[config.mk]
export PLATFORM = sky130hd
export DESIGN_NAME = acoustic_detect_ctrl
export DESIGN_NICKNAME = d
export VERILOG_FILES = /design/src/rtl/acoustic_detect_pkg.sv /design/src/rtl/pin_sync.sv /design/src/rtl/acoustic_detect_ctrl.sv
export SDC_FILE = /design/constraint.sdc
export NUM_CORES = 1
export LEC_CHECK = 0
export CORE_MARGIN = 5
export CORE_UTILIZATION = 67
export CTS_BUF_LIST = sky130_fd_sc_hd__clkbuf_4 sky130_fd_sc_hd__clkbuf_8
export DETAILED_ROUTE_END_ITERATION = 16
export DONT_BUFFER_PORTS = 1
export PLACE_DENSITY = 0.91
export SLEW_MARGIN = 10
export SYNTH_ARGS = -nofsm -noshare
export SYNTH_HDL_FRONTEND = slang
export SYNTH_SLANG_ARGS = --single-unit
[constraint.sdc]
create_clock -name aclk -period 4.83 [get_ports aclk]
set_input_delay 0.2415 -clock aclk [delete_from_list [all_inputs] [get_ports aclk]]
set_output_delay 0.2415 -clock aclk [all_outputs]
set_load 0.01 [all_outputs]
[src/rtl/acoustic_detect_pkg.sv]
/*
  Shared constants, types and state record for the acoustic activity detect
  control block. Assumes a single 25 MHz system clock and a synchronous reset.
*/
package acoustic_detect_pkg;

  // System clock and pdm clock classification
  localparam int CLK_MHZ       = 25;
  localparam int CLK_OFF_US    = 40;
  localparam int CLK_OFF_CYC   = CLK_OFF_US * CLK_MHZ;
  localparam int LP_CLK_KHZ    = 768;
  localparam int LP_PER_CYC    = (CLK_MHZ * 1000) / LP_CLK_KHZ;
  localparam int LP_PER_TOL    = 4;
  localparam int INT_CLK_KHZ   = 768;
  localparam int INT_DIV_CYC   = (CLK_MHZ * 1000) / INT_CLK_KHZ;

  // One-wire symbol timing, in pdm clock cycles or pilot units
  localparam int PILOT_MIN      = 8;
  localparam int PILOT_MAX      = 20;
  localparam int STOP_HIGH_CLK  = 128;
  localparam int STOP_LOW_UNITS = 8;
  localparam int FRAME_BITS     = 24;

  localparam logic [7:0] DEV_ADDR_BYTE = 8'ha6;
  localparam int         UNLOCK_LEN    = 5;
  localparam logic [7:0] UNLOCK_A0     = 8'h5c;
  localparam logic [7:0] UNLOCK_A1     = 8'h3e;
  localparam logic [7:0] UNLOCK_A2     = 8'h6f;
  localparam logic [7:0] UNLOCK_A3     = 8'h3b;
  localparam logic [7:0] UNLOCK_A4     = 8'h4c;

  // Device registers written over the one-wire link
  localparam logic [7:0] REG_EN   = 8'h29;
  localparam logic [7:0] REG_ALPF = 8'h35;
  localparam logic [7:0] REG_ATH  = 8'h36;
  localparam logic [7:0] REG_DABS = 8'h2e;
  localparam logic [7:0] REG_DREL = 8'h2f;
  localparam logic [7:0] REG_DDUR = 8'h30;
  localparam int         EN_D1    = 0;
  localparam int         EN_D2    = 1;
  localparam int         EN_A     = 3;
  localparam logic [3:0] EN_MASK  = 4'hb;
  localparam logic [3:0] EN_RST   = 4'h0;
  localparam logic [2:0] ALPF_RST = 3'h0;
  localparam logic [3:0] ATH_RST  = 4'h0;
  localparam logic [7:0] DABS_RST = 8'h20;
  localparam logic [7:0] DREL_RST = 8'h04;
  localparam logic [7:0] DDUR_RST = 8'h02;

  // AXI4-Lite map
  localparam logic [4:0] A_CTRL    = 5'h00;
  localparam logic [4:0] A_STATUS  = 5'h04;
  localparam logic [4:0] A_ACFG    = 5'h08;
  localparam logic [4:0] A_DCFG    = 5'h0c;
  localparam logic [4:0] A_FRAMES  = 5'h10;
  localparam int         CTRL_PWR  = 0;
  localparam int         CTRL_LINK = 1;
  localparam logic       LINK_RST  = 1'b1;
  localparam logic [1:0] RESP_OKAY = 2'b00;
  localparam logic [1:0] RESP_DEC  = 2'b11;

  // Synchroniser lanes
  localparam int SI_CLK   = 0;
  localparam int SI_LINE  = 1;
  localparam int SI_ABOVE = 2;
  localparam int SI_BELOW = 3;
  localparam int SI_MOD   = 4;
  localparam int SI_W     = 5;

  typedef enum logic [3:0] {
    LS_IDLE  = 4'b0001,
    LS_PILOT = 4'b0010,
    LS_SPACE = 4'b0100,
    LS_BIT   = 4'b1000
  } link_state_t;

  typedef struct packed {
    link_state_t ls;
    logic [7:0]  cnt;
    logic [7:0]  pilot;
    logic [4:0]  bits;
    logic [23:0] shreg;
    logic [2:0]  unlock_idx;
    logic        unlocked;
    logic [3:0]  en;
    logic [2:0]  alpf;
    logic [3:0]  ath;
    logic [7:0]  dabs;
    logic [7:0]  drel;
    logic [7:0]  ddur;
    logic [10:0] per;
    logic [10:0] last_per;
    logic        clk_off;
    logic        clk_lp;
    logic [5:0]  div;
    logic [5:0]  win;
    logic [6:0]  ones;
    logic [6:0]  level;
    logic [6:0]  avg;
    logic [7:0]  run;
    logic        dwake;
    logic        wake;
    logic        pdm_out;
    logic [15:0] good;
    logic [15:0] bad;
    logic        link_en;
    logic        aw_got;
    logic [4:0]  aw_addr;
    logic        w_got;
    logic [31:0] wdata;
    logic [3:0]  wstrb;
    logic        bvalid;
    logic [1:0]  bresp;
    logic        rvalid;
    logic [31:0] rdata;
    logic [1:0]  rresp;
  } state_t;

endpackage : acoustic_detect_pkg

[src/rtl/pin_sync.sv]
/*
  Two-flop synchronisers with edge detection for pins outside the clock domain.
  Assumes inputs are asynchronous levels; the third stage feeds edge detection.
*/
module pin_sync #(
  parameter int W = 1
) (
  input  wire logic         aclk,
  input  wire logic         aresetn,
  input  wire logic [W-1:0] async_in,
  output logic      [W-1:0] level,
  output logic      [W-1:0] rise,
  output logic      [W-1:0] fall
);

  logic [W-1:0] s1_q;
  logic [W-1:0] s2_q;
  logic [W-1:0] s3_q;

  always_ff @(posedge aclk) begin
    if (!aresetn) begin
      s1_q <= '0;
      s2_q <= '0;
      s3_q <= '0;
    end else begin
      s1_q <= async_in;
      s2_q <= s1_q;
      s3_q <= s2_q;
    end
  end

  assign level = s2_q;
  assign rise  = s2_q & ~s3_q;
  assign fall  = ~s2_q & s3_q;

endmodule : pin_sync

[src/rtl/acoustic_detect_ctrl.sv]
/*
  Acoustic activity detect control: one-wire config receiver on the threshold
  select line, unlock tracking, pdm clock mode sensing, detect modes and wake.
  Assumes pins are asynchronous to aclk and software uses AXI4-Lite.
*/
// Decided for this implementation: the AXI4-Lite slave port and the register offsets.
module acoustic_detect_ctrl
  import acoustic_detect_pkg::*;
(
  input  wire logic        aclk,
  input  wire logic        aresetn,
  input  wire logic [4:0]  s_axi_awaddr,
  input  wire logic        s_axi_awvalid,
  output logic             s_axi_awready,
  input  wire logic [31:0] s_axi_wdata,
  input  wire logic [3:0]  s_axi_wstrb,
  input  wire logic        s_axi_wvalid,
  output logic             s_axi_wready,
  output logic [1:0]       s_axi_bresp,
  output logic             s_axi_bvalid,
  input  wire logic        s_axi_bready,
  input  wire logic [4:0]  s_axi_araddr,
  input  wire logic        s_axi_arvalid,
  output logic             s_axi_arready,
  output logic [31:0]      s_axi_rdata,
  output logic [1:0]       s_axi_rresp,
  output logic             s_axi_rvalid,
  input  wire logic        s_axi_rready,
  input  wire logic        pdm_clk,
  input  wire logic        threshold_select_line,
  input  wire logic        analog_above_threshold,
  input  wire logic        analog_below_cutoff,
  input  wire logic        modulator_bit,
  output logic [2:0]       analog_lpf_sel,
  output logic [3:0]       analog_threshold_sel,
  output logic             pdm_data_out,
  output logic             pdm_data_oe,
  output logic             wake
);

  state_t          q;
  state_t          d;
  logic [SI_W-1:0] sy_level;
  logic [SI_W-1:0] sy_rise;
  logic [SI_W-1:0] sy_fall;
  logic            clk_rise;
  logic [9:0]      c10;
  logic [9:0]      p10;
  logic            commit;
  logic            frame_bad;
  logic            wr_en;
  logic [7:0]      wr_addr;
  logic [7:0]      wr_data;
  logic            a_act;
  logic            d1_act;
  logic            d2_act;
  logic            samp;
  logic            tick;
  logic [6:0]      lvl;
  logic            cond;
  logic [7:0]      nrun;
  logic            pwr_clear;
  logic [4:0]      raddr;

  function automatic logic [7:0] unlock_addr(input logic [2:0] idx);
    case (idx)
      3'd0:    unlock_addr = UNLOCK_A0;
      3'd1:    unlock_addr = UNLOCK_A1;
      3'd2:    unlock_addr = UNLOCK_A2;
      3'd3:    unlock_addr = UNLOCK_A3;
      default: unlock_addr = UNLOCK_A4;
    endcase
  endfunction : unlock_addr

  function automatic logic [7:0] sat_inc(input logic [7:0] v);
    sat_inc = (v == 8'hff) ? v : v + 8'h01;
  endfunction : sat_inc

  pin_sync #(
    .W(SI_W)
  ) u_sync (
    .aclk    (aclk),
    .aresetn (aresetn),
    .async_in({modulator_bit, analog_below_cutoff, analog_above_threshold,
               threshold_select_line, pdm_clk}),
    .level   (sy_level),
    .rise    (sy_rise),
    .fall    (sy_fall)
  );

  assign clk_rise = sy_rise[SI_CLK];

  always_comb begin
    d         = q;
    c10       = {2'b00, q.cnt};
    p10       = {2'b00, q.pilot};
    commit    = 1'b0;
    frame_bad = 1'b0;
    wr_en     = 1'b0;
    wr_addr   = q.shreg[15:8];
    wr_data   = q.shreg[7:0];
    tick      = 1'b0;
    samp      = 1'b0;
    lvl       = q.level;
    cond      = 1'b0;
    nrun      = 8'h00;
    pwr_clear = 1'b0;
    raddr     = 5'h00;

    // Clock rate sensing from pdm clock edges
    if (clk_rise) begin
      d.last_per = q.per;
      d.per      = 11'h000;
      d.clk_off  = 1'b0;
      d.clk_lp   = (q.per >= 11'(LP_PER_CYC - LP_PER_TOL))
                   && (q.per <= 11'(LP_PER_CYC + LP_PER_TOL));
    end else if (q.per < 11'(CLK_OFF_CYC)) begin
      d.per = q.per + 11'h001;
    end else begin
      d.clk_off = 1'b1;
      d.clk_lp  = 1'b0;
    end

    // One-wire receiver, counted in pdm clock cycles
    if (clk_rise) begin
      d.cnt = sat_inc(q.cnt);
    end
    case (q.ls)
      LS_IDLE: begin
        if (sy_rise[SI_LINE]) begin
          d.cnt = 8'h00;
          d.ls  = LS_PILOT;
        end
      end
      LS_PILOT: begin
        if (sy_fall[SI_LINE]) begin
          d.cnt = 8'h00;
          if (q.cnt >= 8'(PILOT_MIN) && q.cnt <= 8'(PILOT_MAX)) begin
            d.pilot = q.cnt;
            d.bits  = 5'd0;
            d.ls    = LS_SPACE;
          end else begin
            d.ls = LS_IDLE;
          end
        end
      end
      LS_SPACE: begin
        if (q.bits == 5'(FRAME_BITS) && c10 > 10'(STOP_LOW_UNITS) * p10) begin
          commit = 1'b1;
        end else if (q.bits != 5'(FRAME_BITS) && c10 > (p10 << 1)) begin
          frame_bad = 1'b1;
        end else if (sy_rise[SI_LINE]) begin
          d.cnt = 8'h00;
          if (c10 + 10'd1 >= p10 && c10 <= (p10 << 1)) begin
            d.ls = LS_BIT;
          end else begin
            frame_bad = 1'b1;
          end
        end
      end
      LS_BIT: begin
        if (q.bits == 5'(FRAME_BITS) && q.cnt > 8'(STOP_HIGH_CLK)) begin
          commit = 1'b1;
        end else if (sy_fall[SI_LINE]) begin
          d.cnt = 8'h00;
          d.ls  = LS_SPACE;
          if (q.bits == 5'(FRAME_BITS)) begin
            frame_bad = 1'b1;
          end else if ((c10 << 1) <= 10'd3 * p10) begin
            d.shreg = {q.shreg[22:0], 1'b0};
            d.bits  = q.bits + 5'd1;
          end else if (c10 >= (p10 << 1) && (c10 << 1) <= 10'd7 * p10) begin
            d.shreg = {q.shreg[22:0], 1'b1};
            d.bits  = q.bits + 5'd1;
          end else begin
            frame_bad = 1'b1;
          end
        end
      end
      default: begin
        d.ls = LS_IDLE;
      end
    endcase

    // Stopped clock or disabled link aborts frame
    if (!q.link_en || q.clk_off) begin
      d.ls = LS_IDLE;
    end

    if (commit) begin
      d.ls = LS_IDLE;
      if (q.shreg[23:16] == DEV_ADDR_BYTE) begin
        wr_en  = 1'b1;
        d.good = q.good + 16'h0001;
      end else begin
        d.bad = q.bad + 16'h0001;
      end
    end else if (frame_bad) begin
      d.ls  = LS_IDLE;
      d.bad = q.bad + 16'h0001;
    end

    if (wr_en && !q.unlocked) begin
      if (wr_data == 8'h00 && wr_addr == unlock_addr(q.unlock_idx)) begin
        d.unlock_idx = q.unlock_idx + 3'd1;
        d.unlocked   = (q.unlock_idx == 3'(UNLOCK_LEN - 1));
      end else if (wr_data == 8'h00 && wr_addr == UNLOCK_A0) begin
        d.unlock_idx = 3'd1;
      end else begin
        d.unlock_idx = 3'd0;
      end
    end

    if (wr_en && q.unlocked) begin
      case (wr_addr)
        REG_EN:   d.en   = wr_data[3:0] & EN_MASK;
        REG_ALPF: d.alpf = wr_data[2:0];
        REG_ATH:  d.ath  = wr_data[3:0];
        REG_DABS: d.dabs = wr_data;
        REG_DREL: d.drel = wr_data;
        REG_DDUR: d.ddur = wr_data;
        default:  d.en   = q.en;
      endcase
    end

    // Analog needs enable and clock off
    a_act  = q.en[EN_A] && q.clk_off;
    d1_act = q.en[EN_D1] && q.clk_lp;
    d2_act = q.en[EN_D2] && q.clk_off;

    if (q.div == 6'(INT_DIV_CYC - 1)) begin
      d.div = 6'd0;
      tick  = 1'b1;
    end else begin
      d.div = q.div + 6'd1;
    end

    samp = (d1_act && clk_rise) || (d2_act && tick);
    if (!(d1_act || d2_act)) begin
      d.win   = 6'd0;
      d.ones  = 7'd0;
      d.run   = 8'h00;
      d.dwake = 1'b0;
    end else if (samp) begin
      lvl    = q.ones + {6'd0, sy_level[SI_MOD]};
      d.win  = q.win + 6'd1;
      d.ones = lvl;
      if (q.win == 6'h3f) begin
        d.ones  = 7'd0;
        d.level = lvl;
        d.avg   = 7'(({3'b000, q.avg} * 10'd7 + {3'b000, lvl}) >> 3);
        cond    = ({1'b0, lvl} > q.dabs)
                  && ({2'b00, lvl} > {2'b00, q.avg} + {1'b0, q.drel});
        nrun    = cond ? sat_inc(q.run) : 8'h00;
        d.run   = nrun;
        d.dwake = cond && (nrun >= q.ddur);
      end
    end

    d.wake = (a_act && sy_level[SI_ABOVE] && sy_level[SI_BELOW])
             || ((d1_act || d2_act) && q.dwake);

    if (clk_rise) begin
      d.pdm_out = sy_level[SI_MOD];
    end

    // AXI4-Lite write path
    if (s_axi_awvalid && s_axi_awready) begin
      d.aw_got  = 1'b1;
      d.aw_addr = s_axi_awaddr;
    end
    if (s_axi_wvalid && s_axi_wready) begin
      d.w_got = 1'b1;
      d.wdata = s_axi_wdata;
      d.wstrb = s_axi_wstrb;
    end
    if (q.aw_got && q.w_got && !q.bvalid) begin
      d.aw_got = 1'b0;
      d.w_got  = 1'b0;
      d.bvalid = 1'b1;
      d.bresp  = RESP_OKAY;
      case (q.aw_addr)
        A_CTRL: begin
          if (q.wstrb[0]) begin
            pwr_clear = q.wdata[CTRL_PWR];
            d.link_en = q.wdata[CTRL_LINK];
          end
        end
        A_STATUS, A_ACFG, A_DCFG, A_FRAMES: d.bresp = RESP_OKAY;
        default: d.bresp = RESP_DEC;
      endcase
    end
    if (q.bvalid && s_axi_bready) begin
      d.bvalid = 1'b0;
    end

    // Power cycle drops unlock and enables
    if (pwr_clear) begin
      d.unlocked   = 1'b0;
      d.unlock_idx = 3'd0;
      d.en         = EN_RST;
    end

    // AXI4-Lite read path
    if (s_axi_arvalid && s_axi_arready) begin
      raddr   = s_axi_araddr;
      d.rvalid = 1'b1;
      d.rresp  = RESP_OKAY;
      case (raddr)
        A_CTRL:   d.rdata = {30'h0, q.link_en, 1'b0};
        A_STATUS: d.rdata = {20'h0, q.last_per[10:0] == 11'h000, d1_act, d2_act, a_act,
                             q.unlocked, q.clk_lp, q.clk_off, q.wake, 4'h0};
        A_ACFG:   d.rdata = {21'h0, q.alpf, q.ath, q.en};
        A_DCFG:   d.rdata = {8'h0, q.ddur, q.drel, q.dabs};
        A_FRAMES: d.rdata = {q.bad, q.good};
        default: begin
          d.rdata = 32'h0000_0000;
          d.rresp = RESP_DEC;
        end
      endcase
    end else if (q.rvalid && s_axi_rready) begin
      d.rvalid = 1'b0;
    end
  end

  always_ff @(posedge aclk) begin
    if (!aresetn) begin
      q          <= '0;
      q.ls       <= LS_IDLE;
      q.en       <= EN_RST;
      q.alpf     <= ALPF_RST;
      q.ath      <= ATH_RST;
      q.dabs     <= DABS_RST;
      q.drel     <= DREL_RST;
      q.ddur     <= DDUR_RST;
      q.clk_off  <= 1'b1;
      q.link_en  <= LINK_RST;
    end else begin
      q <= d;
    end
  end

  assign s_axi_awready        = !q.aw_got && !q.bvalid;
  assign s_axi_wready         = !q.w_got && !q.bvalid;
  assign s_axi_bvalid         = q.bvalid;
  assign s_axi_bresp          = q.bresp;
  assign s_axi_arready        = !q.rvalid;
  assign s_axi_rvalid         = q.rvalid;
  assign s_axi_rdata          = q.rdata;
  assign s_axi_rresp          = q.rresp;
  assign analog_lpf_sel       = q.alpf;
  assign analog_threshold_sel = q.ath;
  assign pdm_data_out         = q.pdm_out;
  assign pdm_data_oe          = !q.clk_off;
  assign wake                 = q.wake;

endmodule : acoustic_detect_ctrl

==> flow_summary.json <==
{
  "drt-pass1-iter-count": 5,
  "drive_gt1_share_pct": 7.270,
  "clockBufferDepth": 3,
  "setup_violations": 0,
  "met2_usage_pct": 46.40,
  "vias": 11760,
  "final_cell_mix": "dfxtp_1 (236), nor2_1 (234), a21oi_1 (142)",
  "ys_types": 77,
  "cts_tree": "built",
  "diodes": 0,
  "tightest_slew_ns": 1.088,
  "clock-root-buffer": "clkbuf_8",
  "min-delay-start": "aresetn",
  "post-route-util_pct": 72.65,
  "worst-path-max-fanout": 31,
  "slew_violations": 0,
  "finalNetCount": 1785,
  "async_reset_ff_share_pct": 0,
  "busiest_layer": "met2",
  "p_per_area_nw_per_um2": 267.8,
  "start_util_pct": 68.12,
  "fmax_mhz": 223.6,
  "track_usage_pct": 27.21,
  "gr-usage-met1_pct": 33.27,
  "grt_util_met3_pct": 5.565,
  "std_cell_rows": 52,
  "first_iter_violations": 1200,
  "reg2reg_from": "p10[1]",
  "drt_wl_total_mm": 33.27,
  "clock_latency_ns": 0.55,
  "core_area_um2": 20300,
  "rsz0062_at_grt": "no",
  "viasPerCell": 6.211,
  "drt-wirelength-per-cell_um": 17.58,
  "slowest_stage": "or4_1",
  "post_cts_buffers": 0,
  "gp_congestion": 0.9045,
  "p_leak_uw": 0.005708,
  "max_stage_delay_ns": 0.51,
  "cts.sinks": 239,
  "pre_cts_ws_ns": 0.2270,
  "startpoint": "p10[1]",
  "avgSynthCellArea_um2": 8.494,
  "finalHoldWorstSlack_ns": 0.02948,
  "ys_seq_elements": 239,
  "io_buffers": 0,
  "grt_max_degree": 71,
  "critical_path_buf_inv_count": 1,
  "finalWorstSetupSlack_ns": 0.3570,
  "skew_ns": 0.02251,
  "cts_inserted_buffers": 38,
  "ant_nets": 0,
  "max_slew_margin_pct": 27.27,
  "cap_violations": 0,
  "worstPathRequired_ns": 5.30,
  "synth_area_um2": 13830,
  "die_x_um": 153.7,
  "period_minus_slack_ns": 4.473,
  "dp_hpwl_mm": 23.61,
  "syn_inst": 1628,
  "gr-total-overflow": 0,
  "path_class": "register to register",
  "io_pins": 109,
  "design_power_total_uw": 3950,
  "end_kind": "register",
  "grt_antenna_before_repair": 0,
  "hold_viol": 0,
  "outcome": "completed",
  "drc_errors": 0,
  "final_common_cell": "dfxtp_1",
  "holdCritPathClass": "input port to register",
  "path_clk_slew_ns": 0.06,
  "arrival_ns": 4.94,
  "htreeDepth": 2,
  "synth_edf_count": 0,
  "synthFlopType": "dfxtp_1",
  "yosysSeqAreaShare_pct": 34.60,
  "finalCritPeriodShare_pct": 92.61,
  "path_cells": "fa_1, ha_1, fa_1, a21o_1, a21oi_2, o21bai_1, a21oi_1, xor2_1, ha_1, and3_1, a211oi_1, a31oi_1, o211ai_1, a21oi_2, a211oi_2, buf_4, or4_1, a21oi_1",
  "die_y_um": 153.7,
  "syn2layout_area_growth_pct": 6.641,
  "synth_warnings": 0,
  "grt_pass1_wl_mm": 54.46,
  "grt_pass1_vias": 11650,
  "finalSetupTns_ns": 0,
  "crit_family": "compound AO/OA/AOI/OAI gates",
  "ir_drop_v": 0.0002032,
  "fp.dieArea_um2": 23610,
  "fill_cells": 1466,
  "synth_nets": 1817,
  "startpoint_type": "register"
}
flip-flops by register name (all words and copies together), names as in the netlist:
name / cells
analog_lpf_sel: 3
analog_threshold_sel: 4
c10: 8
p10: 8
pdm_data_out: 1
q: 166
s_axi_bresp: 1
s_axi_bvalid: 1
s_axi_rdata: 32
s_axi_rresp: 1
s_axi_rvalid: 1
u_sync.level: 5
u_sync.s1_q: 5
u_sync.s3_q: 2
wake: 1
area by class of cell:
cell class                      instances  area, um^2  area share, %
Timing Repair Buffer                   38       355.3          2.410
Tap cell                              270       337.8          2.291
Multi-Input combinational cell       1193        8152          55.28
Inverter                               86       325.3          2.206
Sequential cell                       239        4788          32.47
Clock inverter                          7       43.79         0.2970
Clock buffer                           60       744.5          5.048
kinds of logic (layout without fill, tap and decap cells):
family	count (synthesis)	count (layout)	share of synthesized area, %
flip-flops	239	239	34.60
AND/OR/NAND/NOR	594	594	20.93
XOR/XNOR	76	76	4.814
buffers and inverters	196	191	6.632
multiplexers	79	79	5.727
AO/OA/AOI/OAI	313	313	14.31
adder cells (fa/ha/maj)	131	131	12.99
per-stage QoR:
stage	instance area (um^2)	std cells
6_report	14750	1893
5_1_grt	14750	1893
4_1_cts	14730	1893
3_5_place_dp	13740	1807
3_3_place_gp	13740	1807
2_1_floorplan	13830	1628
power by group:
group / switching [uW] / leakage (uW) / internal (uW)
Clock: 792 / 0.000418 / 981
Combinational: 104 / 0.00336 / 60.2
Sequential: 21.0 / 0.00193 / 1990
per-layer routing:
layer / part of all wire [%] / vias to the layer above
met4: 4.1 / 0
met5: 0 / -
met1: 40 / 5523
li1: - / 5589
met2: 48 / 524
met3: 8.5 / 122
final timing paths:
| path | end | slack [ns] | cells past startpoint |
|---|---|---|---|
| setup reg to reg | q[97] | 0.36 | 18 |
| hold / removal | q[247] | 0.03 | 2 |
| hold reg to reg | u_sync.level[4] | 0.43 | 1 |
| setup / recovery | q[97] | 0.36 | 18 |
what timing repair did:
| action | CTS | global route |
|---|---|---|
| hold endpoints to repair | 48 | 0 |
| resized for setup | 0 | 8 |
| hold buffers | 19 | 0 |
| setup endpoints to repair | 0 | 26 |
synth_stat cells, types with 12 or more instances:
master	number	area share, %
a22oi_1	16	0.87
and3_1	16	0.72
a21oi_1	144	5.2
mux2i_1	78	5.6
nand2b_1	15	0.68
a31oi_1	12	0.54
inv_1	86	2.3
clkbuf_1	54	1.5
dfxtp_1	239	35
xnor2_1	42	2.7
fa_1	21	3.0
nand4_1	19	0.86
nor4_1	15	0.68
nand2_1	119	3.2
or4_1	13	0.71
o21ai_0	26	0.94
or3_1	13	0.59
and2_1	17	0.77
nor3_1	23	0.83
buf_4	45	2.4
xor2_1	34	2.2
nor2_1	234	6.4
ha_1	110	10
o31ai_1	13	0.71
a21o_1	16	0.87
nand3_1	58	2.1
No activity file was read; power rests on OpenSTA's default activity.
